**src/shared/somsel_pkg.sv**
```systemverilog
// Contract
// Default codes 0 none, 1 torque, 2 velocity, 3 gear, 5 jog; reset is 5.
// A default write is taken only while the power stage is disabled.
// A new default value takes effect only at the next power-on; here reset reloads 5, so a written value never takes effect.
// Enabling power starts the default mode unless activate is configured.
// With activate configured, only its rising edge starts the mode.
// A mode change is allowed once the active mode has terminated.
// In motion, changes are allowed only among jog, gear, torque, velocity.
// Entering jog or position-synced gearing first stops; others do not.
// A standstill change brakes with the halt ramp selection, then enters.
// With mode-switch configured, asserting it selects the alternate mode.
// Alternate codes 0 to 3, reset is 0, and a write acts at once.
// Undefined mode codes are refused and leave the selector unchanged.
package somsel_pkg;

  localparam logic [15:0] SOMSEL_ADDR_DEFAULT   = 16'h0506;
  localparam logic [15:0] SOMSEL_ADDR_ALTERNATE = 16'h065e;

  localparam logic [2:0] SOMSEL_MODE_NONE   = 3'h0;
  localparam logic [2:0] SOMSEL_MODE_TORQUE = 3'h1;
  localparam logic [2:0] SOMSEL_MODE_VELOC  = 3'h2;
  localparam logic [2:0] SOMSEL_MODE_GEAR   = 3'h3;
  localparam logic [2:0] SOMSEL_MODE_JOG    = 3'h5;

  localparam logic [2:0] SOMSEL_DEFAULT_RST   = SOMSEL_MODE_JOG;
  localparam logic [2:0] SOMSEL_ALTERNATE_RST = SOMSEL_MODE_NONE;

  typedef enum logic [3:0] {
    SOMSEL_IDLE  = 4'b0001,
    SOMSEL_RUN   = 4'b0010,
    SOMSEL_HALT  = 4'b0100,
    SOMSEL_ENTER = 4'b1000
  } somsel_state_e;

endpackage

```
**src/verilog/somsel_top.sv**
```systemverilog
`timescale 1ns/10ps
module somsel_top
  import somsel_pkg::*;
(
  input  wire logic        core_clk,
  input  wire logic        rst_n,
  input  wire logic        reg_wr,
  input  wire logic        reg_rd,
  input  wire logic [15:0] reg_addr,
  input  wire logic [15:0] reg_wdata,
  output logic      [15:0] reg_rdata,
  output logic             reg_rvalid,
  input  wire logic        power_enabled,
  input  wire logic        activate_cfg,
  input  wire logic        activate_in,
  input  wire logic        switch_cfg,
  input  wire logic        switch_in,
  input  wire logic        mode_terminated,
  input  wire logic        motor_moving,
  input  wire logic        gear_pos_sync,
  input  wire logic        motor_standstill,
  input  wire logic [1:0]  halt_ramp_select,
  output logic      [2:0]  active_mode,
  output logic             mode_running,
  output logic             halt_request,
  output logic      [1:0]  halt_ramp,
  output logic             change_refused
);

  typedef struct packed {
    logic [2:0]    dflt_stored;
    logic [2:0]    dflt_eff;
    logic [2:0]    alt_sel;
    logic [2:0]    act;
    logic [2:0]    pend;
    somsel_state_e st;
    logic          pwr_d;
    logic          act_d;
    logic          refused;
    logic          halt;
    logic [1:0]    ramp;
    logic [15:0]   rdata;
    logic          rvalid;
    logic          run;
  } somsel_s;

  somsel_s st_r;
  somsel_s st_nxt;
  logic    rst_sync1_r;
  logic    rst_sync2_r;

  // ============================================================
  // Reset release
  always_ff @(posedge core_clk or negedge rst_n) begin
    if (!rst_n) begin
      rst_sync1_r <= 1'b0;
      rst_sync2_r <= 1'b0;
    end else begin
      rst_sync1_r <= 1'b1;
      rst_sync2_r <= rst_sync1_r;
    end
  end

  // ============================================================
  // Mode selection
  logic [2:0] want_mode;
  logic       start_ev;
  logic       needs_stop;
  logic       want_ok;
  logic       dflt_ok;
  logic       alt_ok;

  always_comb begin
    want_mode = (switch_cfg && switch_in) ? st_r.alt_sel
                                          : st_r.dflt_eff;
    // Enabling only starts the mode when no activate input is assigned.
    start_ev = activate_cfg ? (activate_in && !st_r.act_d)
                            : (power_enabled && !st_r.pwr_d);
    needs_stop = (want_mode == SOMSEL_MODE_JOG) ||
                 (want_mode == SOMSEL_MODE_GEAR && gear_pos_sync);
    want_ok = (want_mode == SOMSEL_MODE_JOG) ||
              (want_mode == SOMSEL_MODE_GEAR) ||
              (want_mode == SOMSEL_MODE_TORQUE) ||
              (want_mode == SOMSEL_MODE_VELOC);
    dflt_ok = (reg_wdata[15:3] == 13'h0000) &&
              (reg_wdata[2:0] <= SOMSEL_MODE_GEAR ||
               reg_wdata[2:0] == SOMSEL_MODE_JOG);
    alt_ok = (reg_wdata[15:3] == 13'h0000) &&
             (reg_wdata[2:0] <= SOMSEL_MODE_GEAR);
  end

  always_comb begin
    st_nxt = st_r;
    st_nxt.pwr_d = power_enabled;
    st_nxt.act_d = activate_in;
    st_nxt.refused = 1'b0;
    st_nxt.rvalid = reg_rd;
    if (reg_wr && reg_addr == SOMSEL_ADDR_DEFAULT && !power_enabled &&
        dflt_ok) begin
      st_nxt.dflt_stored = reg_wdata[2:0];
    end
    if (reg_wr && reg_addr == SOMSEL_ADDR_ALTERNATE && alt_ok) begin
      st_nxt.alt_sel = reg_wdata[2:0];
    end
    if (reg_rd) begin
      case (reg_addr)
        SOMSEL_ADDR_DEFAULT:   st_nxt.rdata = {13'h0000, st_r.dflt_stored};
        SOMSEL_ADDR_ALTERNATE: st_nxt.rdata = {13'h0000, st_r.alt_sel};
        default:               st_nxt.rdata = 16'h0000;
      endcase
    end
    case (st_r.st)
      SOMSEL_IDLE: begin
        if (power_enabled && start_ev && want_mode != SOMSEL_MODE_NONE) begin
          st_nxt.act = want_mode;
          st_nxt.st = SOMSEL_RUN;
        end
      end
      SOMSEL_RUN: begin
        if (!power_enabled) begin
          // Clearing the mode on the way back to idle lets active_mode
          // come straight from its flop instead of a decode of the state.
          st_nxt.act = SOMSEL_MODE_NONE;
          st_nxt.st = SOMSEL_IDLE;
        end else if (want_mode != st_r.act) begin
          if (mode_terminated) begin
            st_nxt.act = want_mode;
          end else if (motor_moving && !want_ok) begin
            st_nxt.refused = 1'b1;
          end else if (needs_stop) begin
            st_nxt.pend = want_mode;
            st_nxt.halt = 1'b1;
            st_nxt.ramp = halt_ramp_select;
            st_nxt.st = SOMSEL_HALT;
          end else begin
            st_nxt.act = want_mode;
          end
        end
      end
      SOMSEL_HALT: begin
        if (!power_enabled) begin
          st_nxt.act = SOMSEL_MODE_NONE;
          st_nxt.halt = 1'b0;
          st_nxt.st = SOMSEL_IDLE;
        end else if (motor_standstill) begin
          st_nxt.halt = 1'b0;
          st_nxt.st = SOMSEL_ENTER;
        end
      end
      SOMSEL_ENTER: begin
        st_nxt.act = st_r.pend;
        st_nxt.st = SOMSEL_RUN;
      end
      default: begin
        st_nxt.act = SOMSEL_MODE_NONE;
        st_nxt.halt = 1'b0;
        st_nxt.st = SOMSEL_IDLE;
      end
    endcase
    st_nxt.run = (st_nxt.st != SOMSEL_IDLE);
  end

  always_ff @(posedge core_clk or negedge rst_sync2_r) begin
    if (!rst_sync2_r) begin
      st_r <= '{dflt_stored: SOMSEL_DEFAULT_RST, dflt_eff: SOMSEL_DEFAULT_RST,
                alt_sel: SOMSEL_ALTERNATE_RST, act: SOMSEL_MODE_NONE,
                pend: SOMSEL_MODE_NONE, st: SOMSEL_IDLE, pwr_d: 1'b0,
                act_d: 1'b0, refused: 1'b0, halt: 1'b0, ramp: 2'h0,
                rdata: 16'h0000, rvalid: 1'b0, run: 1'b0};
    end else begin
      st_r <= st_nxt;
    end
  end

  // Power-on is modelled by reset, but reset loads SOMSEL_DEFAULT_RST into both
  // dflt_stored and dflt_eff, so a stored value never reaches dflt_eff.
  assign active_mode    = st_r.act;
  assign mode_running   = st_r.run;
  assign halt_request   = st_r.halt;
  assign halt_ramp      = st_r.ramp;
  assign change_refused = st_r.refused;
  assign reg_rdata      = st_r.rdata;
  assign reg_rvalid     = st_r.rvalid;
endmodule
```
**config.mk**
```make
export PLATFORM = sky130hd
export DESIGN_NAME = somsel_top
export DESIGN_NICKNAME = d
export VERILOG_FILES = /design/src/shared/somsel_pkg.sv /design/src/verilog/somsel_top.sv
export SDC_FILE = /design/constraint.sdc
export NUM_CORES = 1
export LEC_CHECK = 0
export BUFFER_PORTS_ARGS = -buffer_cell sky130_fd_sc_hd__clkbuf_2
export CAP_MARGIN = 15
export CORE_UTILIZATION = 35
export DETAILED_ROUTE_END_ITERATION = 12
export GPL_TIMING_DRIVEN = 1
export PLACE_DENSITY = 0.59
export REMOVE_ABC_BUFFERS = 1
export SETUP_SLACK_MARGIN = 0.15
export SYNTH_ARGS = -nofsm -noshare
export SYNTH_HDL_FRONTEND = slang
export SYNTH_SLANG_ARGS = --single-unit
```
**constraint.sdc**
```tcl
create_clock -name core_clk -period 1 [get_ports core_clk]
set_input_delay 0.1 -clock core_clk [delete_from_list [all_inputs] [get_ports core_clk]]
set_output_delay 0.1 -clock core_clk [all_outputs]
set_load 0.05 [all_outputs]
```
== Word level (Yosys, flattened, before mapping) ==
Index checks and enable logic that the tools add are counted.

* Register bits after elaboration: 42
* Bits in latches: 0
* RAM bits: 0
* Memory bits (read-only): 0
* Input bits: 47
* Output and inout port bits: 25
* Word-level logic and storage cells: 100
* Memories kept: 0

* Add/sub/neg operators: 0
* Multipliers: 0
* Div/mod/pow operators: 0
* Order comparisons: 1
* Eq/ne operators: 24
* Shifts and indexed selects: 0
* Muxes and demuxes: 28
* Bitwise gates (word level): 3
* Reduce and logical (&&, ||, !) cells: 29

{| class="wikitable"
|+ Operators by type and width
! kind !! count
|-
| equality test 16 x 11 -> 1 bit (second input constant) || 2
|-
| 2-to-1 mux 4 bit || 7
|-
| 2-to-1 mux 3 bit || 8
|-
| 2-to-1 mux 10 bit || 2
|-
| case mux 4 bit (4 select lines) || 1
|-
| logical AND 1 bit || 14
|-
| 2-to-1 mux 7 bit || 2
|-
| inequality test 2 bit (second input constant) || 7
|-
| zero test 13 bit || 1
|-
| case mux 3 bit (4 select lines) || 1
|-
| inequality test 4 bit (second input constant) || 2
|-
| AND reduction 7 bit || 1
|-
| equality test 3 x 2 -> 1 bit (second input constant) || 2
|-
| equality test 3 bit (second input constant) || 2
|-
| inequality test 3 bit (second input constant) || 2
|-
| case mux 3 bit (2 select lines) || 1
|-
| AND reduction 6 bit || 1
|-
| logical OR 1 bit || 5
|-
| 2-to-1 mux 1 bit || 5
|-
| AND reduction 5 bit || 1
|-
| equality test 4 x 1 -> 1 bit (second input constant) || 1
|-
| equality test 4 x 2 -> 1 bit (second input constant) || 1
|-
| equality test 4 x 3 -> 1 bit (second input constant) || 1
|-
| equality test 4 bit (second input constant) || 1
|-
| other kinds (9) || 14
|}

== Logic depth before layout (Yosys ltp) ==
Gate-level depths: netlist of run 1.

* Depth in word-level cells: 14
* Depth in mapped cells: 6
* Mapped depth without buffers: 5

== Worst setup path before layout of run 1 ==
No wires, ideal clock.

* Path kind: reg-to-reg
* Start point: register st_r[27] in the netlist's numbering
* End point: register st_r, in the netlist active_mode[0]
* Library setup time: 0.125 ns
* Arrival: 1.717 ns
* Data required time: 0.875 ns
* Setup slack: -0.842 ns
* Cell stages (with the launch flop): 5
* Path buffers: 0
* Period minus slack after synthesis: 1.842 ns
* Cell sequence: dfrtp_1 -> nand2b_1 -> or4b_2 -> nand4_2 -> mux2_2

* Cells in the longest elaborated chain, start to end: 3
* Elaborated cells on any way between the ends: 11
* Classes of those cells: eq/ne (9); mux (1); reduce/logical (1)

{| class="wikitable"
|+ Ends and longest elaborated chain
! element !! RTL line !! source
|-
| start: declaration || somsel_top.sv:47 || <nowiki>somsel_s st_r;</nowiki>
|-
| start signal: assignment || somsel_top.sv:165 || <nowiki>st_r <= '{dflt_stored: SOMSEL_DEFAULT_RST, dflt_eff: SOMSEL_DEFAULT_RST,</nowiki>
|-
| start signal: assignment || somsel_top.sv:171 || <nowiki>st_r <= st_nxt;</nowiki>
|-
| equality test 4 x 2 -> 1 bit, or another cell as far along || somsel_top.sv:112 || <nowiki>case (st_r.st)</nowiki>
|-
| inequality test 4 bit (no line), or another cell as far along || n/a ||
|-
| AND reduction 5 bit (no line) || n/a ||
|}

Parallel ways exist; a longest one is shown, timed or not.
A chain may end at the register's enable or synchronous reset.

== Worst setup path after layout of run 1 ==
* Start point: register st_r[36] in the netlist's numbering
* End point: register st_r, in the netlist active_mode[0]

* Cells in the longest elaborated chain, start to end: 9
* Elaborated cells on any way between the ends: 20
* Classes of those cells: eq/ne (9); mux (1); reduce/logical (10)

{| class="wikitable"
|+ Ends and longest elaborated chain
! element !! RTL line !! source
|-
| 2-to-1 mux 3 bit * || somsel_top.sv:74 || <nowiki>want_mode = (switch_cfg && switch_in) ? st_r.alt_sel</nowiki>
|-
| equality test 3 bit / equality test 3 x 2 -> 1 bit (equally long branches) || n/a ||
|-
| logical OR 1 bit || somsel_top.sv:81 || <nowiki>want_ok = (want_mode == SOMSEL_MODE_JOG) ||</nowiki>
|-
| logical OR 1 bit || somsel_top.sv:82 || <nowiki>(want_mode == SOMSEL_MODE_GEAR) ||</nowiki>
|-
| logical OR 1 bit || somsel_top.sv:83 || <nowiki>(want_mode == SOMSEL_MODE_TORQUE) ||</nowiki>
|-
| zero test 1 bit || somsel_top.sv:128 || <nowiki>end else if (motor_moving && !want_ok) begin</nowiki>
|-
| logical AND 1 bit || somsel_top.sv:128 ||
|-
| inequality test 4 bit (no line) || n/a ||
|-
| AND reduction 5 bit (no line) * || n/a ||
|}

Every way passes the cells marked *; elsewhere a longest branch is shown, timed or not.

==> results of run 1 <==
## sequential cells by signal (all words and copies together) (netlist names)
signal          cells
halt_request        1
halt_ramp           2
st_r               15
active_mode         3
change_refused      1
rst_sync1_r         1
reg_rdata           3
mode_running        1
reg_rvalid          1
rst_sync2_r         1
## power groups by stage
stage          Clock [W]  Sequential [W]  Combinational (W)
2_1_floorplan          0         0.00156           0.000356
3_3_place_gp           0         0.00133           0.000976
3_5_place_dp           0         0.00133           0.000974
4_1_cts          0.00129         0.00132            0.00131
5_1_grt          0.00135         0.00135            0.00148
6_report         0.00126         0.00134            0.00141
## kinds of logic after synthesis
group,Yosys count,synth area share [%]
other cells,2,0.432
flops,29,42.0
compound gates,37,16.4
mux,11,6.99
xor+xnor,3,1.51
simple gates,57,21.0
buf+inv,31,11.7
## stage by stage
| step | worst slack, ns | std cells | util [%] | total power (W) | area [µm²] |
|---|---|---|---|---|---|
| 6_report | -0.823 | 355 | 65.1 | 0.00401 | 3090 |
| 4_1_cts | -0.789 | 348 | 60.6 | 0.00392 | 2880 |
| 3_5_place_dp | -0.824 | 327 | 48.8 | 0.00231 | 2320 |
| 2_1_floorplan | -0.842 | 159 | - | 0.00192 | 1610 |
| 5_1_grt | -0.864 | 355 | 65.1 | 0.00418 | 3090 |
| 3_3_place_gp | -0.800 | 327 | 48.8 | 0.00231 | 2320 |
## critical path, delay by kind of cell (launching register included)
kind | cells | cell delay [ns]
AO/OA/AOI/OAI | 2 | 0.57
XOR/XNOR | 1 | 0.15
flip-flops | 1 | 0.46
multiplexers | 1 | 0.33
AND/OR/NAND/NOR | 1 | 0.19
## cell type report
class,instances,area (µm²),share of cell area (%)
Clock buffer,7,86.3,2.79
Clock inverter,1,30.0,0.970
Inverter,8,30.0,0.970
Multi-Input combinational cell,122,1110,35.8
Sequential cell,29,733,23.7
Tap cell,67,83.8,2.71
Timing Repair Buffer,121,1020,33.1
## cell usage after synthesis (2+ instances only)
master and n:
a22oi_1 3, conb_1 2, mux2_2 9, nor3_1 2
a21oi_1 7, xnor2_1 3, nor2b_1 5, nand2b_1 6
dfstp_2 3, a32o_1 4, o22ai_1 4, buf_4 21
nor2_1 10, nand3_1 3, o21ai_0 9, o21ai_2 2
inv_1 8, dfrtp_1 26, nand2_1 7, and3_1 2
nand3b_1 2, nor4bb_1 2, nand4_1 2, or3_1 2
mux2i_1 2, nor4_1 3, nor4b_1 2
## worst paths after layout
path / cells after the start / slack (ns) / startpoint / end
max in group asynchronous: 1 / 0.55 / rst_sync2_r / st_r[24]
min in group asynchronous: 2 / 0.12 / rst_n / rst_sync2_r
setup reg to reg: 5 / -0.82 / st_r[36] / active_mode[0]
hold / removal: 2 / 0.03 / activate_in / st_r[22]
hold reg to reg: 1 / 0.22 / rst_sync2_r / st_r[34]
setup / recovery: 5 / -0.82 / st_r[36] / active_mode[0]
## layer usage
metal	up-vias	GRT usage, %
met1	805	24.4
met2	35	33.3
li1	826	-
met5	-	0
met4	0	6.10
met3	10	3.75
## repair_timing
action,4_1_cts,5_1_grt
hold buffers,2,0
pin swaps,11,25
gates resized for setup,72,43
endpoints found under the hold margin,3,0
endpoints found under the setup margin,36,36
buffers inserted,11,7
==> impl_metrics.py, run 1 <==
metrics = {
    "placement": {
        "place_hpwl_um": 3110,
        "numPortBuffers": 58,
        "place_congestion": 0.804,
    },
    "timing": {
        "fin_ws_ns": -0.823,
        "report.final.slew_viol_count": 0,
        "worst_clock_skew_ns": 0.00533,
        "hold_violations": 0,
        "finalCritPeriodShare_pct": 182,
        "setup_viol": 27,
        "clock.fmax_ghz": 0.549,
        "setup_tns_ns": -11.15,
        "hold_ws_ns": 0.0286,
        "period_needed_ns": 1.82,
        "rsz0062_at_grt": "yes",
    },
    "die": {
        "die_h_um": 72.4,
        "io_pins": 72,
        "die_w_um": 72.4,
        "die_area_um2": 5250,
        "core.rowCount": 25,
        "start_util_pct": 36.5,
        "core_area_um2": 4750,
    },
    "synthesis": {
        "synth_top_area_cell": "dfrtp_1",
        "syn_area_per_cell_um2": 10.2,
        "synthCells": 170,
        "yosysSeqAreaShare_pct": 42.0,
        "netlist-cell-type-count": 46,
        "synth_edf_count": 0,
        "synth-main-ff-cell": "dfrtp_1",
        "postSynth.asyncResetShare_pct": 100,
        "ys_top_cells_by_area": "dfrtp_1 (37%), buf_4 (9.1%), mux2_2 (5.8%), dfstp_2 (4.5%), o21ai_0 (2.6%)",
        "synthesis.area_um2": 1740,
        "ys_ff_latch": 29,
        "synth_top_area_share_pct": 37.5,
        "ys_warn_count": 0,
    },
    "cells_and_area": {
        "nFillCells": 381,
        "antenna_cells": 0,
        "mostFrequentLayoutCells": "clkbuf_2 (42), buf_4 (42), dfrtp_1 (23), buf_6 (22), conb_1 (14)",
        "fin_nets": 334,
        "area_growth_pct": 78.2,
        "layout-drive-gt1-share_pct": 63.9,
    },
    "route": {
        "avgRoutedWirePerCell_um": 14.1,
        "top_layer_used": "met4",
        "met3_length_um": 159,
        "num_vias": 1676,
        "drt_first_pass_iters": 4,
        "routed_wl_um": 5010,
        "drt-vias-per-instance": 4.72,
        "drc_errors": 0,
        "drtAntennaViolNets": 0,
        "dr.first_iter.drc_count": 64,
        "dr_wl_met2_um": 2660,
        "drt-met1-wl_um": 2120,
    },
    "min_path": {
        "hp-class": "input pin to flip-flop",
    },
    "clocking": {
        "cts_tree": "done",
        "h-tree-depth": 2,
        "numClockSinks": 29,
        "cts_max_path_buffers": 2,
        "cts_buffers": 5,
        "clkLatencyLatePin_ns": 0.28,
        "clk_pin_slew_ns": 0.07,
        "clockRootBuffer": "clkbuf_8",
    },
    "critical_path": {
        "cp-end-kind": "flip-flop",
        "critical_path_required_ns": 1.17,
        "critical_path.max_stage_delay_ns": 0.46,
        "crit_arrival_ns": 1.99,
        "start_kind": "flip-flop",
        "crit_slowest_cell": "dfrtp_2",
        "crit_fanout": 8,
        "cp_cell_sequence": "xnor2_1 -> a32o_2 -> o211ai_1 -> nand4_4 -> mux2_4",
        "crit_type": "flip-flop to flip-flop",
    },
    "grt": {
        "grt_pass1_wl_um": 7790,
        "grtUsageTotal_pct": 19.3,
        "grt_pass1_vias": 1640,
        "grt_max_degree": 28,
        "antenna_found_initial": 0,
        "grt-ovfl-total": 0,
    },
    "power_and_ir_drop": {
        "sw_frac_of_total_pct": 30.7,
        "p_leak_nw": 1.46,
        "irDropWorstVdd_mv": 0.986,
        "clkPwrFrac_pct": 31.4,
        "p_switching_w": 0.00123,
        "p_seq_share_pct": 33.4,
        "powerDensity_nw_per_um2": 1300,
        "combPwrFrac_pct": 35.1,
        "internal_power_w": 0.00278,
    },
    "outcome": {
        "status": "finished with violations",
        "violations": "negative setup slack",
    },
    "flow_run": {
        "drv_cap": 0,
    },
}
Power figures use the tool's default switching activity.
==> inputs of run 2 (changes only) <==
SKIP_LAST_GASP = 1   (was default)
==> run 2 against run 1 <==
  * The flow still finishes with violations (negative setup slack)
  * Global-route usage shrank 0.33 points
  * Utilization shrank 0.84 points
  * Clock power is essentially flat
  * Non-clock buffer count grew 1
  * Fmax shrank 0.13%
  * Die area is the same
  * Critical path type unchanged
  * Critical endpoint unchanged
  * Largest cell class unchanged
==> impl_metrics.py, run 2 (synthesis results as in run 1) <==
metrics = {
    "outcome": {
        "status": "finished with violations",
        "violations": "negative setup slack",
    },
    "timing": {
        "period_needed_ns": 1.83,
        "worst_clock_skew_ns": 0.00509,
        "fin_ws_ns": -0.825,
        "report.final.slew_viol_count": 0,
        "finalCritPeriodShare_pct": 183,
        "clock.fmax_ghz": 0.548,
        "hold_violations": 0,
        "setup_tns_ns": -11.49,
        "rsz0062_at_grt": "yes",
        "setup_viol": 27,
    },
    "cells_and_area": {
        "multi_input_area_um2": 1090,
        "area_growth_pct": 75.9,
        "mostFrequentLayoutCells": "buf_4 (49), clkbuf_2 (43), dfrtp_1 (23), buf_6 (15), conb_1 (14)",
        "fin_util_pct": 64.2,
        "antenna_cells": 0,
        "stdcell_area_um2": 3050,
        "layout.area.seq_um2": 733,
        "largest_register_ff_count": 15,
        "fin_nets": 335,
        "layout-drive-gt1-share_pct": 62.3,
        "final_common_cell": "buf_4",
        "nFillCells": 390,
        "top_register": "st_r",
        "layout.cells.non_filler": 356,
    },
    "critical_path": {
        "start_kind": "flip-flop",
        "critical_path_required_ns": 1.17,
        "crit_slowest_cell": "dfrtp_2",
        "crit_fanout": 8,
        "cp_cell_sequence": "xnor2_1 -> a32o_2 -> o211ai_1 -> nand4_4 -> mux2_4",
        "cp-end-kind": "flip-flop",
        "crit_arrival_ns": 1.99,
        "critical_path.max_stage_delay_ns": 0.47,
        "crit_type": "flip-flop to flip-flop",
    },
    "clocking": {
        "h-tree-depth": 2,
        "clockRootBuffer": "clkbuf_8",
        "cts_max_path_buffers": 2,
        "cts_buffers": 5,
        "cts_tree": "done",
        "numClockSinks": 29,
        "clk_pin_slew_ns": 0.06,
        "clkLatencyLatePin_ns": 0.28,
    },
    "power_and_ir_drop": {
        "internal_power_w": 0.00278,
        "p_leak_nw": 1.46,
        "p_switching_w": 0.00122,
        "sw_frac_of_total_pct": 30.5,
        "powerDensity_nw_per_um2": 1310,
        "irDropWorstVdd_mv": 1.01,
        "clkPwrFrac_pct": 31.4,
        "p_total_w": 0.00400,
        "p_seq_share_pct": 33.5,
        "combPwrFrac_pct": 35.1,
    },
    "route": {
        "drt_first_pass_iters": 4,
        "drc_errors": 0,
        "avgRoutedWirePerCell_um": 13.7,
        "drt-vias-per-instance": 4.70,
        "dr.first_iter.drc_count": 82,
        "routed_wl_um": 4870,
        "num_vias": 1672,
        "drtAntennaViolNets": 0,
    },
    "grt": {
        "grtUsageTotal_pct": 19.0,
        "antenna_found_initial": 0,
        "grt_pass1_wl_um": 7620,
        "grt-ovfl-total": 0,
        "grt_pass1_vias": 1619,
        "grt_max_degree": 28,
    },
    "die": {
        "start_util_pct": 36.5,
        "core.rowCount": 25,
        "die_area_um2": 5250,
        "die_h_um": 72.4,
        "io_pins": 72,
        "die_w_um": 72.4,
        "core_area_um2": 4750,
    },
    "flow_run": {
        "drv_cap": 0,
    },
    "min_path": {
        "hp-class": "input pin to flip-flop",
    },
    "placement": {
        "numPortBuffers": 58,
        "dpl_cell_area_um2": 2320,
        "placed_cells": 327,
        "place_hpwl_um": 3110,
        "place_congestion": 0.804,
    },
}
==> run 2: cell count changes in the layout (fill, tap and decap cells not counted), sizes merged <==
cell	previous run	this run
clkbuf	52	53
==> run 2: power groups by stage <==
stage,logic [W],clock network (W),registers [W]
after CTS,0.00130,0.00129,0.00132
final,0.00141,0.00126,0.00134
after floorplan,0.000356,0,0.00156
after global placement,0.000976,0,0.00133
after global routing,0.00148,0.00134,0.00135
after detailed placement,0.000974,0,0.00133
==> run 2: cell type report <==
cell class,count,share of cell area (%)
flip-flops and latches,29,24.0
clock buffers,7,2.83
inverters,8,0.983
well taps,67,2.74
multi-input cells,122,35.6
clock inverters,1,0.983
repair buffers,122,32.8
==> run 2: critical path: cells and delay by family, from the launching register on <==
family / cells / cell delay (ns)
compound gates: 2 / 0.56
xor+xnor: 1 / 0.15
flops: 1 / 0.47
mux: 1 / 0.33
simple gates: 1 / 0.19
==> run 2: routing by layer <==
metal / track usage (%) / vias to the layer above / routed length, µm
met5: 0 / - / 0
met4: 5.66 / 0 / 60
met3: 3.33 / 6 / 146
met2: 32.6 / 38 / 2550
met1: 24.5 / 798 / 2110
li1: - / 830 / -
==> run 2: path summary, 6_finish.rpt <==
check	end	from	cells past startpoint	slack (ns)
max in group asynchronous	st_r[24]	rst_sync2_r	1	0.54
hold reg to reg	st_r[34]	rst_sync2_r	1	0.22
setup / recovery	active_mode[0]	st_r[36]	5	-0.83
min in group asynchronous	rst_sync2_r	rst_n	2	0.12
hold / removal	st_r[22]	activate_in	2	0.03
setup reg to reg	active_mode[0]	st_r[36]	5	-0.83
==> run 2: what timing repair did <==
action	CTS	global route
pin swaps	10	19
setup buffers	11	8
hold buffers	2	0
endpoints found under the setup margin	36	36
gates resized for setup	65	39
endpoints found under the hold margin	3	0
==> run 2: stage by stage <==
stage          setup WS, ns  hold slack [ns]
2_1_floorplan        -0.842           -0.196
3_3_place_gp         -0.800           -0.112
3_5_place_dp         -0.824           -0.112
4_1_cts              -0.789           0.0270
5_1_grt              -0.883           0.0288
6_report             -0.825           0.0286
